===== src/verilog/relay_cmd_regs.svh =====
`ifndef RELAY_CMD_REGS_SVH
`define RELAY_CMD_REGS_SVH
// Register indices on the plain port (word addresses)
`define REG_CMD        4'h0
`define REG_ARG        4'h1
`define REG_STATUS     4'h2
`define REG_GROUP      4'h3
`define REG_CLOSE_FAIL 4'h4
`define REG_TRIP_DUR   4'h5
`define REG_AUTO       4'h6
`define REG_TRIPCNT    4'h7
`define REG_EXTCNT     4'h8
`define REG_EVENT      4'h9
`define REG_TARGET     4'ha
`define REG_STAMP      4'hb
`define REG_YEAR       4'hc
`define REG_INASSIGN   4'hd
`define REG_SETPTR     4'he
// Reset values and limits
`define CLOSE_FAIL_RESET 14'h003c
`define TRIP_DUR_RESET   6'h04
`define AUTO_RESET     2'h3
`define CLOSE_FAIL_MAX   14'h3e80
`define TRIP_DUR_MAX     6'h3f
`define EVENT_MAX      4'hc
`define TARGET_MAX     4'h8
`define GROUP_MAX      3'h6
// Timing
`define CLK_HZ         50000000
`define ALARM_PULSE_MS 1000
`define POWER_CYC_HZ   60
`endif


===== src/verilog/relay_cmd_pkg.sv =====
package relay_cmd_pkg;
	typedef enum logic [4:0] {
		CMD_NONE    = 5'h00,
		CMD_LOGIN1  = 5'h01,
		CMD_LOGIN2  = 5'h02,
		CMD_BRK_RST = 5'h03,
		CMD_DATE    = 5'h04,
		CMD_EVENT   = 5'h05,
		CMD_TARGET  = 5'h06,
		CMD_TAR_RST = 5'h07,
		CMD_TRIGGER = 5'h08,
		CMD_QUIT    = 5'h09,
		CMD_CLOSE   = 5'h0a,
		CMD_OPEN    = 5'h0b,
		CMD_COPY    = 5'h0c,
		CMD_GROUP   = 5'h0d,
		CMD_SET_GRP = 5'h0e,
		CMD_SET_GLB = 5'h0f,
		CMD_STORE_G = 5'h10
	} cmd_e;
	typedef enum logic [2:0] {
		ST_IDLE  = 3'b001,
		ST_EXEC  = 3'b010,
		ST_GLOBS = 3'b100
	} state_e;
	typedef struct packed {
		logic [1:0] level;
		logic [1:0] fails;
		logic       reject;
	} session_s;
	typedef struct packed {
		state_e      st;
		session_s    ses;
		logic [4:0]  cmd;
		logic [15:0] arg;
		logic [2:0]  group;
		logic [13:0] close_fail;
		logic [5:0]  trip_dur;
		logic [1:0]  auto_sel;
		logic [15:0] trip_cnt;
		logic [15:0] xtrig_cnt;
		logic [31:0] isum;
		logic [31:0] stamp;
		logic [11:0] year;
		logic [3:0]  event_idx;
		logic [3:0]  target_sel;
		logic [3:0]  set_ptr;
		logic        dem_on_grp;
		logic [2:0]  in_assign;
		logic [25:0] alarm_cnt;
		logic        alarm;
		logic        clr_events;
		logic        dem_reset;
		logic        trigger;
		logic        close_out;
		logic        open_out;
		logic [13:0] close_cnt;
		logic [5:0]  trip_cnt_hold;
		logic        trip_out;
		logic [2:0]  msg_ports;
		logic [1:0]  sel_s1;
		logic [1:0]  sel_s2;
		logic [1:0]  brk_s1;
		logic [1:0]  brk_s2;
		logic [1:0]  tmo_s1;
		logic [1:0]  tmo_s2;
		logic        time_ovr;
		logic [31:0] rdata;
	} state_s;
endpackage


===== src/verilog/relay_cmd.sv =====
// The plain strobed port and the register offsets are this design's own decisions.
`timescale 1ns/1ps
`default_nettype none
`include "relay_cmd_regs.svh"
module relay_cmd #(
	parameter int ALARM_CYCLES = (`CLK_HZ / 1000) * `ALARM_PULSE_MS,
	parameter int PCYC_CLKS    = `CLK_HZ / `POWER_CYC_HZ
) (
	input  wire logic        clk_sys,
	input  wire logic        reset_n,
	input  wire logic [3:0]  addr,
	input  wire logic [31:0] wdata,
	input  wire logic        wr_en,
	input  wire logic        rd_en,
	output logic [31:0]      rdata,
	input  wire logic        login_ok,
	input  wire logic        group_sel_one,
	input  wire logic        group_sel_two,
	input  wire logic        breaker_status_input,
	input  wire logic        breaker_jumper,
	input  wire logic        trip_request,
	input  wire logic [1:0]  port_timed_out,
	input  wire logic        time_code_valid,
	input  wire logic [31:0] time_now,
	input  wire logic        auto_msg_req,
	output logic             alarm_out,
	output logic             clear_events,
	output logic             demand_reset,
	output logic             event_trigger,
	output logic             close_out,
	output logic             open_out,
	output logic             trip_out,
	output logic [1:0]       auto_msg_port,
	output logic             external_event_type,
	output logic             time_override
);
	relay_cmd_pkg::state_s s_q, s_d;
	logic [25:0] alarm_len;
	logic [19:0] pcyc_len;
	logic [19:0] pcyc_q;
	logic        pcyc_tick;
	assign alarm_len = 26'(ALARM_CYCLES);
	assign pcyc_len  = 20'(PCYC_CLKS);

	// Required level per command; decoded only in command execution
	function automatic logic [1:0] need_level(input logic [4:0] c);
		case (c)
			5'h01:   need_level = 2'h0;
			5'h02, 5'h03, 5'h04, 5'h05, 5'h06, 5'h07, 5'h08, 5'h09: need_level = 2'h1;
			default: need_level = 2'h2;
		endcase
	endfunction

	// Power-system cycle tick for the cycle-based timers
	always_ff @(posedge clk_sys or negedge reset_n) begin
		if (!reset_n) begin
			pcyc_q <= 20'h00000;
		end else begin
			pcyc_q <= pcyc_tick ? 20'h00000 : pcyc_q + 20'h00001;
		end
	end
	assign pcyc_tick = (pcyc_q >= pcyc_len - 20'h00001);

	// All control state except the power-cycle tick counter computed here
	always_comb begin
		logic       sel_busy;
		logic [2:0] g;
		logic       pulse;
		sel_busy = 1'b0;
		g        = 3'h0;
		pulse    = 1'b0;
		s_d = s_q;
		s_d.clr_events = 1'b0;
		s_d.dem_reset  = 1'b0;
		s_d.trigger    = 1'b0;
		s_d.ses.reject = 1'b0;
		s_d.time_ovr   = time_code_valid;
		// Pin synchronisers, second stage only is read
		s_d.sel_s1 = {group_sel_two, group_sel_one};
		s_d.sel_s2 = s_q.sel_s1;
		s_d.brk_s1 = {trip_request, breaker_status_input};
		s_d.brk_s2 = s_q.brk_s1;
		s_d.tmo_s1 = port_timed_out;
		s_d.tmo_s2 = s_q.tmo_s1;
		// Group-select inputs only count where assigned; input two alone may carry select two
		sel_busy = (s_q.in_assign[0] & s_q.sel_s2[0]) | (s_q.in_assign[1] & s_q.sel_s2[1]);
		// Register writes
		if (wr_en) begin
			unique case (addr)
				`REG_CMD: begin
					s_d.cmd = wdata[4:0];
					s_d.st  = relay_cmd_pkg::ST_EXEC;
				end
				`REG_ARG: s_d.arg = wdata[15:0];
				`REG_CLOSE_FAIL: if (s_q.ses.level == 2'h2 && wdata[13:0] <= `CLOSE_FAIL_MAX)
					s_d.close_fail = wdata[13:0];
				`REG_TRIP_DUR: if (s_q.ses.level == 2'h2) s_d.trip_dur = wdata[5:0];
				`REG_AUTO: if (s_q.ses.level == 2'h2 && wdata[1:0] != 2'h0) s_d.auto_sel = wdata[1:0];
				`REG_INASSIGN: if (s_q.ses.level == 2'h2) begin
					s_d.in_assign  = {wdata[2], wdata[1], wdata[0]};
					s_d.dem_on_grp = wdata[4];
				end
				default: ;
			endcase
		end
		// Command execution
		if (s_q.st == relay_cmd_pkg::ST_EXEC) begin
			s_d.st = relay_cmd_pkg::ST_IDLE;
			if (need_level(s_q.cmd) > s_q.ses.level && s_q.cmd != 5'h02) begin
				s_d.ses.reject = 1'b1;
			end else begin
				unique case (s_q.cmd)
					5'h01: if (login_ok) begin
						s_d.ses.level = 2'h1;
						s_d.ses.fails = 2'h0;
					end else if (s_q.ses.fails == 2'h2) begin
						s_d.ses.fails = 2'h0;
						pulse = 1'b1;
					end else begin
						s_d.ses.fails = s_q.ses.fails + 2'h1;
					end
					5'h02: begin
						if (s_q.ses.level == 2'h0) s_d.ses.reject = 1'b1;
						else begin
							pulse = 1'b1;
							if (login_ok) s_d.ses.level = 2'h2;
						end
					end
					5'h03: begin
						s_d.trip_cnt = 16'h0000;
						s_d.xtrig_cnt = 16'h0000;
						s_d.isum     = 32'h00000000;
						s_d.stamp    = time_now;
					end
					5'h04: begin
						if (s_q.arg[11:0] != s_q.year) pulse = 1'b1;
						s_d.year = s_q.arg[11:0];
					end
					5'h05: if (s_q.arg[3:0] <= `EVENT_MAX)
						s_d.event_idx = (s_q.arg[3:0] == 4'h0) ? 4'h1 : s_q.arg[3:0];
					5'h06: if (s_q.arg[3:0] <= `TARGET_MAX) s_d.target_sel = s_q.arg[3:0];
					5'h07: s_d.target_sel = 4'h0;
					5'h08: begin
						s_d.trigger = 1'b1;
						s_d.xtrig_cnt = s_q.xtrig_cnt + 16'h0001;
					end
					5'h09: begin
						s_d.ses.level  = 2'h0;
						s_d.target_sel = 4'h0;
					end
					5'h0a: if (breaker_jumper && !s_q.open_out) begin
						s_d.close_out = 1'b1;
						s_d.close_cnt = s_q.close_fail;
					end else s_d.ses.reject = 1'b1;
					5'h0b: if (breaker_jumper) s_d.open_out = 1'b1;
					else s_d.ses.reject = 1'b1;
					5'h0c: begin
						g = s_q.arg[6:4];
						if (s_q.arg[2:0] >= 3'h1 && s_q.arg[2:0] <= `GROUP_MAX && g >= 3'h1 && g <= `GROUP_MAX) begin
							s_d.clr_events = 1'b1;
							if (g == s_q.group) pulse = 1'b1;
						end else s_d.ses.reject = 1'b1;
					end
					5'h0d: begin
						g = s_q.arg[2:0];
						if (!sel_busy && g >= 3'h1 && g <= `GROUP_MAX) begin
							if (g != s_q.group) begin
								s_d.group = g;
								pulse = 1'b1;
								s_d.dem_reset = s_q.dem_on_grp;
							end
						end else s_d.ses.reject = 1'b1;
					end
					5'h0e: begin
						s_d.clr_events = 1'b1;
						if (s_q.arg[2:0] == s_q.group) pulse = 1'b1;
					end
					5'h0f: begin
						s_d.set_ptr = s_q.arg[3:0];
						s_d.st = relay_cmd_pkg::ST_GLOBS;
					end
					default: s_d.ses.reject = 1'b1;
				endcase
			end
		end else if (s_q.st == relay_cmd_pkg::ST_GLOBS) begin
			// Waits for the confirm command; any other command abandons the edit
			if (wr_en && addr == `REG_CMD) begin
				if (wdata[4:0] == 5'h10) begin
					s_d.st = relay_cmd_pkg::ST_IDLE;
					pulse = 1'b1;
					s_d.clr_events = 1'b1;
				end
			end else if (wr_en && addr == `REG_ARG) begin
				s_d.st = relay_cmd_pkg::ST_GLOBS;
			end
		end
		// Alarm contact pulse; a new pulse restarts the full second
		if (pulse) begin
			s_d.alarm_cnt = alarm_len;
			s_d.alarm     = 1'b1;
		end else if (s_q.alarm_cnt != 26'h0000000) begin
			s_d.alarm_cnt = s_q.alarm_cnt - 26'h0000001;
			s_d.alarm     = (s_q.alarm_cnt != 26'h0000001);
		end
		// Trip hold in power cycles
		if (s_q.brk_s2[1]) begin
			s_d.trip_out      = 1'b1;
			s_d.trip_cnt_hold = s_q.trip_dur;
			if (!s_q.trip_out) s_d.trip_cnt = s_q.trip_cnt + 16'h0001;
		end else if (s_q.trip_out && pcyc_tick) begin
			if (s_q.trip_cnt_hold == 6'h00) s_d.trip_out = 1'b0;
			else s_d.trip_cnt_hold = s_q.trip_cnt_hold - 6'h01;
		end
		if (s_q.trip_out) s_d.open_out = 1'b0;
		// Close output; zero failure time ends only on breaker closed or trip
		if (s_q.close_out) begin
			if (s_q.brk_s2[0] || s_q.trip_out) s_d.close_out = 1'b0;
			else if (s_q.close_fail != 14'h0000 && pcyc_tick) begin
				if (s_q.close_cnt <= 14'h0001) s_d.close_out = 1'b0;
				else s_d.close_cnt = s_q.close_cnt - 14'h0001;
			end
		end
		// Automatic message routing by port code, skipping timed-out ports
		s_d.msg_ports[1:0] = auto_msg_req ? (s_q.auto_sel & ~s_q.tmo_s2) : 2'h0;
		s_d.msg_ports[2]   = s_q.trigger;
		// Read data, valid the cycle after the strobe
		s_d.rdata = 32'h00000000;
		if (rd_en) begin
			unique case (addr)
				`REG_CMD:      s_d.rdata = {27'h0000000, s_q.cmd};
				`REG_ARG:      s_d.rdata = {16'h0000, s_q.arg};
				`REG_STATUS:   s_d.rdata = {24'h000000, s_q.st, s_q.ses.reject, s_q.ses.fails, s_q.ses.level};
				`REG_GROUP:    s_d.rdata = {29'h00000000, s_q.group};
				`REG_CLOSE_FAIL: s_d.rdata = {18'h00000, s_q.close_fail};
				`REG_TRIP_DUR: s_d.rdata = {26'h0000000, s_q.trip_dur};
				`REG_AUTO:     s_d.rdata = {30'h00000000, s_q.auto_sel};
				`REG_TRIPCNT:  s_d.rdata = {16'h0000, s_q.trip_cnt};
				`REG_EXTCNT:   s_d.rdata = {16'h0000, s_q.xtrig_cnt};
				`REG_EVENT:    s_d.rdata = {28'h0000000, s_q.event_idx};
				`REG_TARGET:   s_d.rdata = {28'h0000000, s_q.target_sel};
				`REG_STAMP:    s_d.rdata = s_q.stamp;
				`REG_YEAR:     s_d.rdata = {20'h00000, s_q.year};
				`REG_INASSIGN: s_d.rdata = {27'h0000000, s_q.dem_on_grp, 1'b0, s_q.in_assign};
				`REG_SETPTR:   s_d.rdata = {28'h0000000, s_q.set_ptr};
				default:       s_d.rdata = 32'h00000000;
			endcase
		end
	end

	// State register
	always_ff @(posedge clk_sys or negedge reset_n) begin
		if (!reset_n) begin
			s_q            <= '0;
			s_q.st         <= relay_cmd_pkg::ST_IDLE;
			s_q.group      <= 3'h1;
			s_q.close_fail <= `CLOSE_FAIL_RESET;
			s_q.trip_dur   <= `TRIP_DUR_RESET;
			s_q.auto_sel   <= `AUTO_RESET;
			s_q.event_idx  <= 4'h1;
			s_q.dem_on_grp <= 1'b1;
			s_q.in_assign  <= 3'h1;
		end else begin
			s_q <= s_d;
		end
	end

	assign rdata               = s_q.rdata;
	assign alarm_out           = s_q.alarm;
	assign clear_events        = s_q.clr_events;
	assign demand_reset        = s_q.dem_reset;
	assign event_trigger       = s_q.trigger;
	assign close_out           = s_q.close_out;
	assign open_out            = s_q.open_out;
	assign trip_out            = s_q.trip_out;
	assign auto_msg_port       = s_q.msg_ports[1:0];
	assign external_event_type = s_q.msg_ports[2];
	assign time_override       = s_q.time_ovr;
endmodule // relay_cmd
`default_nettype wire


===== config.mk =====
export PLATFORM = sky130hd
export DESIGN_NAME = relay_cmd
export DESIGN_NICKNAME = d
export VERILOG_FILES = /design/src/verilog/relay_cmd_pkg.sv /design/src/verilog/relay_cmd.sv
export VERILOG_INCLUDE_DIRS = /design/src /design/src/verilog
export SDC_FILE = /design/constraint.sdc
export NUM_CORES = 1
export LEC_CHECK = 0
export BUFFER_PORTS_ARGS = -buffer_cell sky130_fd_sc_hd__buf_2
export CORE_MARGIN = 2
export CORE_UTILIZATION = 32
export CTS_CLUSTER_SIZE = 12
export DETAILED_ROUTE_END_ITERATION = 6
export GPL_ROUTABILITY_DRIVEN = 0
export PLACE_DENSITY_LB_ADDON = 0.2
export SLEW_MARGIN = 20
export SYNTH_ARGS = -nofsm -noshare
export SYNTH_HDL_FRONTEND = slang
export SYNTH_SLANG_ARGS = --single-unit

===== constraint.sdc =====
create_clock -name clk_sys -period 5.75 [get_ports clk_sys]
set_clock_uncertainty 0.05 [all_clocks]
set_input_delay 0.2875 -clock clk_sys [delete_from_list [all_inputs] [get_ports clk_sys]]
set_output_delay 0.2875 -clock clk_sys [all_outputs]
set_load 0.01 [all_outputs]

==> impl_metrics.ini, run 1 <==
[clocking]
cts_root_buffer = clkbuf_16
clock-sinks = 267
insertion_delay_ps = 540
cts_setup_buffers = 0
path_clk_slew_ps = 50
post_cts_resized = 0
clockBufferDepth = 3
cts_made_buffers = 35
cts_htree_levels = 2
cts_tree = yes

[route]
highest_layer = met5
dr_wl_met2_um = 16200
wl_um = 36600
ant_nets = 0
wl_met3_um = 1590
route.detailed.drc = 0
viasPerCell = 5.20
drt_iter0_drc = 684
via_count = 9960
wl_per_cell_um = 19.1
wl_met1_um = 17800
drt_pass1_iterations = 5

[timing]
rsz0062_at_grt = no
slew_headroom = 0.360
fin_crit_ps = 3830
setup_viol = 0
fmax_mhz = 261
worstMarginPinSlew_ps = 959
setup_tns_ps = 0
period_share = 0.666
finalHoldViolCount = 0
finalMaxSlewViolations = 0

[global_route]
grt_usage = 0.170
antenna_found_initial = 1
grt_max_degree = 155
overflow = 0
grt_pass1_vias = 10000
grt_pass1_wl_um = 58200

[worst_setup_path]
critical_path_class = flop to flop
r2r-start = s_q[267]$_DFFE_PN0P_
crit_fanout = 24
critPathRequiredTime_ps = 6100
r2r_cells = 9
r2r_end = s_q[146]$_DFFE_PN0P_
cp-end-kind = flop
rrSetupSlack_ps = 1920
arrival_ps = 4180
worstSetupStartpointType = flop

[floorplanning]
die_area_um2 = 43400
die_h_um = 208
fp.dieW_um = 208
ios = 125
start_util = 0.325
fp-row-count = 74
core_area_um2 = 41000

[synth]
synth_nets = 1340
yosysSeqAreaShare = 0.502
synth_cells = 1246
synth_cell_types = 81
syn-cell-area_um2 = 13400
async_flop_share = 1.00
ys_ff_latch = 267
synth-edff-count = 0
yosysWarnings = 0
synth-main-ff-cell = dfrtp_1
syn_area_per_cell_um2 = 10.7

[placement]
place_area_um2 = 14100
portBuffers = 108
dp_cells = 1803
dp_hpwl_um = 24800

[power]
p_leak_nw = 7.15
p_int_mw = 3.74
swShare = 0.267
clkPwrFrac = 0.445
power.density_nw_per_um2 = 323
p_sw_mw = 1.36
p_seq_frac = 0.441
share_comb_of_total_power = 0.114
vdd_drop_max_mv = 0.150
p_total_mw = 5.10

[hold_path]
whs_path_depth = 2
whs_endpoint = s_q[255]$_DFFE_PN0P_
hp-start = wdata[5]
min_path_type = input port to flop

[run]
max_cap_violations = 0

[cells_and_area]
syn_to_final_growth_pct = 18.3
regArea_um2 = 6700
layout_commonest_cell = dfrtp_1
multi_input_area_um2 = 6000
stdcell_count = 1917
final_cell_mix = dfrtp_1, nand2_1, buf_2
fin_nets = 1453
fin_area_um2 = 15800
drive_gt1_frac = 0.229
antenna_cells = 0
fillCellCount = 4038

[outcome]
status = finished clean
-- how the worst max path moves through the flow --
stage / from / to / slack [ps]
floorplan: s_q[267]$_DFFE_PN0P_ / s_q[75]$_DFFE_PN0P_ / 2790
finish: s_q[267]$_DFFE_PN0P_ / s_q[146]$_DFFE_PN0P_ / 1920
global route: s_q[267]$_DFFE_PN0P_ / s_q[147]$_DFFE_PN0P_ / 1700
detailed placement: s_q[267]$_DFFE_PN0P_ / s_q[148]$_DFFE_PN0P_ / 1990
global placement: s_q[267]$_DFFE_PN0P_ / s_q[158]$_DFFE_PN0P_ / 1970
CTS: s_q[267]$_DFFE_PN0P_ / s_q[146]$_DFFE_PN0P_ / 1970
-- through the flow --
step	setup slack, ps	util	hold WS [ps]
after floorplan	2790	-	-58.1
after global placement	1970	0.343	202
after detailed placement	1990	0.343	204
after CTS	1970	0.385	4.34
after global routing	1700	0.385	25.4
final	1920	0.385	26.4
-- worst max-delay path, stage by stage (launching register included) --
cell	delay [ps]
dfrtp_1	590
o21a_1	280
nor2_1	100
o41ai_1	90
ha_1	310
nor2b_1	140
a2bb2oi_1	190
or4_2	1150
buf_4	440
mux2_4	330
-- power by group through the flow --
stage,Sequential (mW),Clock (mW),Combinational (mW)
floorplan,2.16,0,0.454
detailed placement,2.28,0,0.556
global route,2.27,2.42,0.658
global placement,2.27,0,0.546
CTS,2.24,2.35,0.586
finish,2.25,2.27,0.583
-- synth_stat cells (30+ instances only) --
cell type / number / area (um2)
a21oi_1: 37 / 185
a22oi_1: 30 / 225
and3_1: 39 / 244
buf_4: 39 / 293
clkbuf_1: 31 / 116
dfrtp_1: 255 / 6380
mux2_2: 78 / 878
mux2_4: 31 / 465
nand2_1: 110 / 413
nand3_1: 61 / 305
nor2_1: 93 / 349
nor3_1: 33 / 165
o21ai_0: 35 / 175
xnor2_1: 44 / 385
-- per-layer routing --
| metal | up-vias | global-route usage |
|---|---|---|
| li1 | 4680 | - |
| met1 | 5000 | 0.245 |
| met4 | 2 | 0.0561 |
| met3 | 62 | 0.0273 |
| met2 | 216 | 0.261 |
| met5 | - | 0 |
-- layout make-up --
type | instances | share of cell area
sequential | 267 | 0.424
clock buffer | 55 | 0.0686
clock inverter | 8 | 0.00800
tap | 532 | 0.0421
timing repair buffer | 169 | 0.0727
inverter | 21 | 0.00499
multi-input combinational | 865 | 0.380
-- registers in the layout, summed over array words and instances (netlist names) --
name and flops:
s_q 198, rdata 32, pcyc_q 20, s_d 6
auto_msg_port 2, alarm_out 1, clear_events 1, close_out 1
demand_reset 1, event_trigger 1, external_event_type 1, open_out 1
time_override 1, trip_out 1
-- cells by family (layout without fill, tap and decap cells) --
| group | Yosys count | count (layout) | synth area share |
|---|---|---|---|
| AO/OA/AOI/OAI | 193 | 193 | 0.0965 |
| adder cells (fa/ha/maj) | 12 | 12 | 0.0112 |
| multiplexers | 133 | 133 | 0.120 |
| flip-flops | 267 | 267 | 0.502 |
| XOR/XNOR | 65 | 65 | 0.0426 |
| buffers and inverters | 114 | 253 | 0.0496 |
| AND/OR/NAND/NOR | 462 | 462 | 0.179 |
-- repair_timing --
item | in CTS | in global routing
hold buffers | 51 | 0
endpoints found under the hold margin | 117 | 0
setup endpoints to repair | 0 | 0
Power figures use the tool's default switching activity.
==> run 2: changes to the inputs <==
==> constraint.sdc (replaced) <==
create_clock -name clk_sys -period 3.2 [get_ports clk_sys]
set_clock_uncertainty 0.05 [all_clocks]
set_input_delay 0.16 -clock clk_sys [delete_from_list [all_inputs] [get_ports clk_sys]]
set_output_delay 0.16 -clock clk_sys [all_outputs]
set_load 0.01 [all_outputs]
==> run 2 against run 1 <==
Against the previous run: highest routed layer unchanged; largest power group unchanged; combinational power grew 110%; die area is the same; critical path depth is the same; critical endpoint is now s_q[211]$_DFF_PN0_; power grew 81%; clock power grew 78%; first-iteration DRC count grew 15%; wire length grew 0.20%; register-to-register slack lost 1800 ps; utilization grew 0.95 points.
==> impl_metrics.ini, run 2 (synthesized netlist as in run 1, its figures left out) <==
[floorplanning]
core_area_um2 = 41000
die_h_um = 208
die_area_um2 = 43400
ios = 125
fp.dieW_um = 208
start_util = 0.325
fp-row-count = 74

[route]
wl_per_cell_um = 18.7
ant_nets = 0
route.detailed.drc = 0
drt_pass1_iterations = 7
wl_um = 36600
viasPerCell = 5.16
drt_iter0_drc = 784
via_count = 10100

[clocking]
cts_setup_buffers = 0
clockBufferDepth = 3
cts_root_buffer = clkbuf_16
cts_htree_levels = 2
insertion_delay_ps = 550
cts_tree = yes
path_clk_slew_ps = 60
clock-sinks = 267
cts_made_buffers = 34

[global_route]
antenna_found_initial = 1
overflow = 0
grt_pass1_vias = 10200
grt_usage = 0.173
grt_max_degree = 96
grt_pass1_wl_um = 59100

[cells_and_area]
fin_area_um2 = 16200
largest_register = s_q
antenna_cells = 0
drive_gt1_frac = 0.250
syn_to_final_growth_pct = 21.2
stdcell_count = 1963
final_cell_mix = dfrtp_1, nand2_1, buf_2
fin_nets = 1499
layout_commonest_cell = dfrtp_1
largest_register_ffs = 198
post-route-util = 0.395

[hold_path]
min_path_type = input port to flop
whs_path_depth = 4
hp-start = breaker_jumper
whs_endpoint = open_out$_DFFE_PN0P_

[worst_setup_path]
r2r-start = s_q[267]$_DFFE_PN0P_
rrSetupSlack_ps = 160
cp-end-kind = flop
arrival_ps = 3400
r2r_end = s_q[211]$_DFF_PN0_
critPathRequiredTime_ps = 3560
worstSetupStartpointType = flop
crit_fanout = 14
r2r_cells = 9
critical_path_class = flop to flop

[power]
vdd_drop_max_mv = 0.287
p_leak_nw = 7.38
p_total_mw = 9.23
power.density_nw_per_um2 = 570

[outcome]
status = finished clean

[placement]
dp_cells = 1842
dp_hpwl_um = 25800
portBuffers = 108
place_area_um2 = 14400

[timing]
fmax_mhz = 329
worstMarginPinSlew_ps = 764
finalHoldViolCount = 0
rsz0062_at_grt = no
fin_crit_ps = 3040
finalMaxSlewViolations = 0
setup_viol = 0
period_share = 0.950
slew_headroom = 0.489
setup_tns_ps = 0

[run]
max_cap_violations = 0
==> run 2: cell count changes in the layout (fill, tap and decap cells not counted), sizes merged <==
cell / before / now
clkinvlp: 0 / 1
bufinv: 3 / 4
buf: 118 / 157
dlygate4sd3: 51 / 59
clkinv: 5 / 4
inv: 21 / 23
clkbuf: 55 / 51
==> run 2: critical path, cell delays in order, from the launching register on <==
cell       delay, ps
dfrtp_1          430
o41ai_1          410
ha_1             320
nor2b_1          150
a2bb2oi_2        160
or4_2            780
buf_4            280
nand2_1          140
o21a_1           140
mux2i_1           60
==> run 2: how the worst max path moves through the flow <==
stage                                    start             endpoint  slack (ps)  cells after the start
after detailed placement  s_q[267]$_DFFE_PN0P_  s_q[76]$_DFFE_PN0P_          90                     11
after CTS                 s_q[267]$_DFFE_PN0P_  s_q[76]$_DFFE_PN0P_          80                     11
after global routing      s_q[267]$_DFFE_PN0P_   s_q[211]$_DFF_PN0_          20                      9
after floorplan           s_q[267]$_DFFE_PN0P_  s_q[75]$_DFFE_PN0P_         240                     14
after global placement    s_q[267]$_DFFE_PN0P_  s_q[76]$_DFFE_PN0P_         150                     11
final                     s_q[267]$_DFFE_PN0P_   s_q[211]$_DFF_PN0_         160                      9
==> run 2: routing by layer <==
metal,global-route usage,vias to the layer above,share of wire
met5,0,-,0.00044
met4,0.0670,2,0.030
met3,0.0331,67,0.047
met2,0.259,252,0.44
met1,0.247,5034,0.48
li1,-,4776,-
==> run 2: where the power goes <==
part	switching, mW	internal [mW]
combinational	0.644	0.574
sequential	0.313	3.65
clock	1.51	2.53
total	2.47	6.76
==> run 2: metrics by stage <==
stage | hold WS, ps | setup WS [ps]
finish | 92.3 | 160
global route | 104 | 16.9
CTS | 57.1 | 81.4
detailed placement | 168 | 87.7
global placement | 174 | 146
floorplan | -186 | 243
==> run 2: final cells by class <==
| class | count | area, um2 |
|---|---|---|
| tap | 532 | 666 |
| multi-input combinational | 865 | 6000 |
| clock buffer | 51 | 1020 |
| inverter | 21 | 78.8 |
| clock inverter | 11 | 176 |
| sequential | 267 | 6700 |
| fill | 4034 | 24800 |
| timing repair buffer | 216 | 1550 |
==> run 2: timing repair <==
action / in CTS / in global routing
hold endpoints to repair: 172 / 0
endpoints found under the setup margin: 0 / 31
resized for setup: 0 / 2
hold buffers: 59 / 0
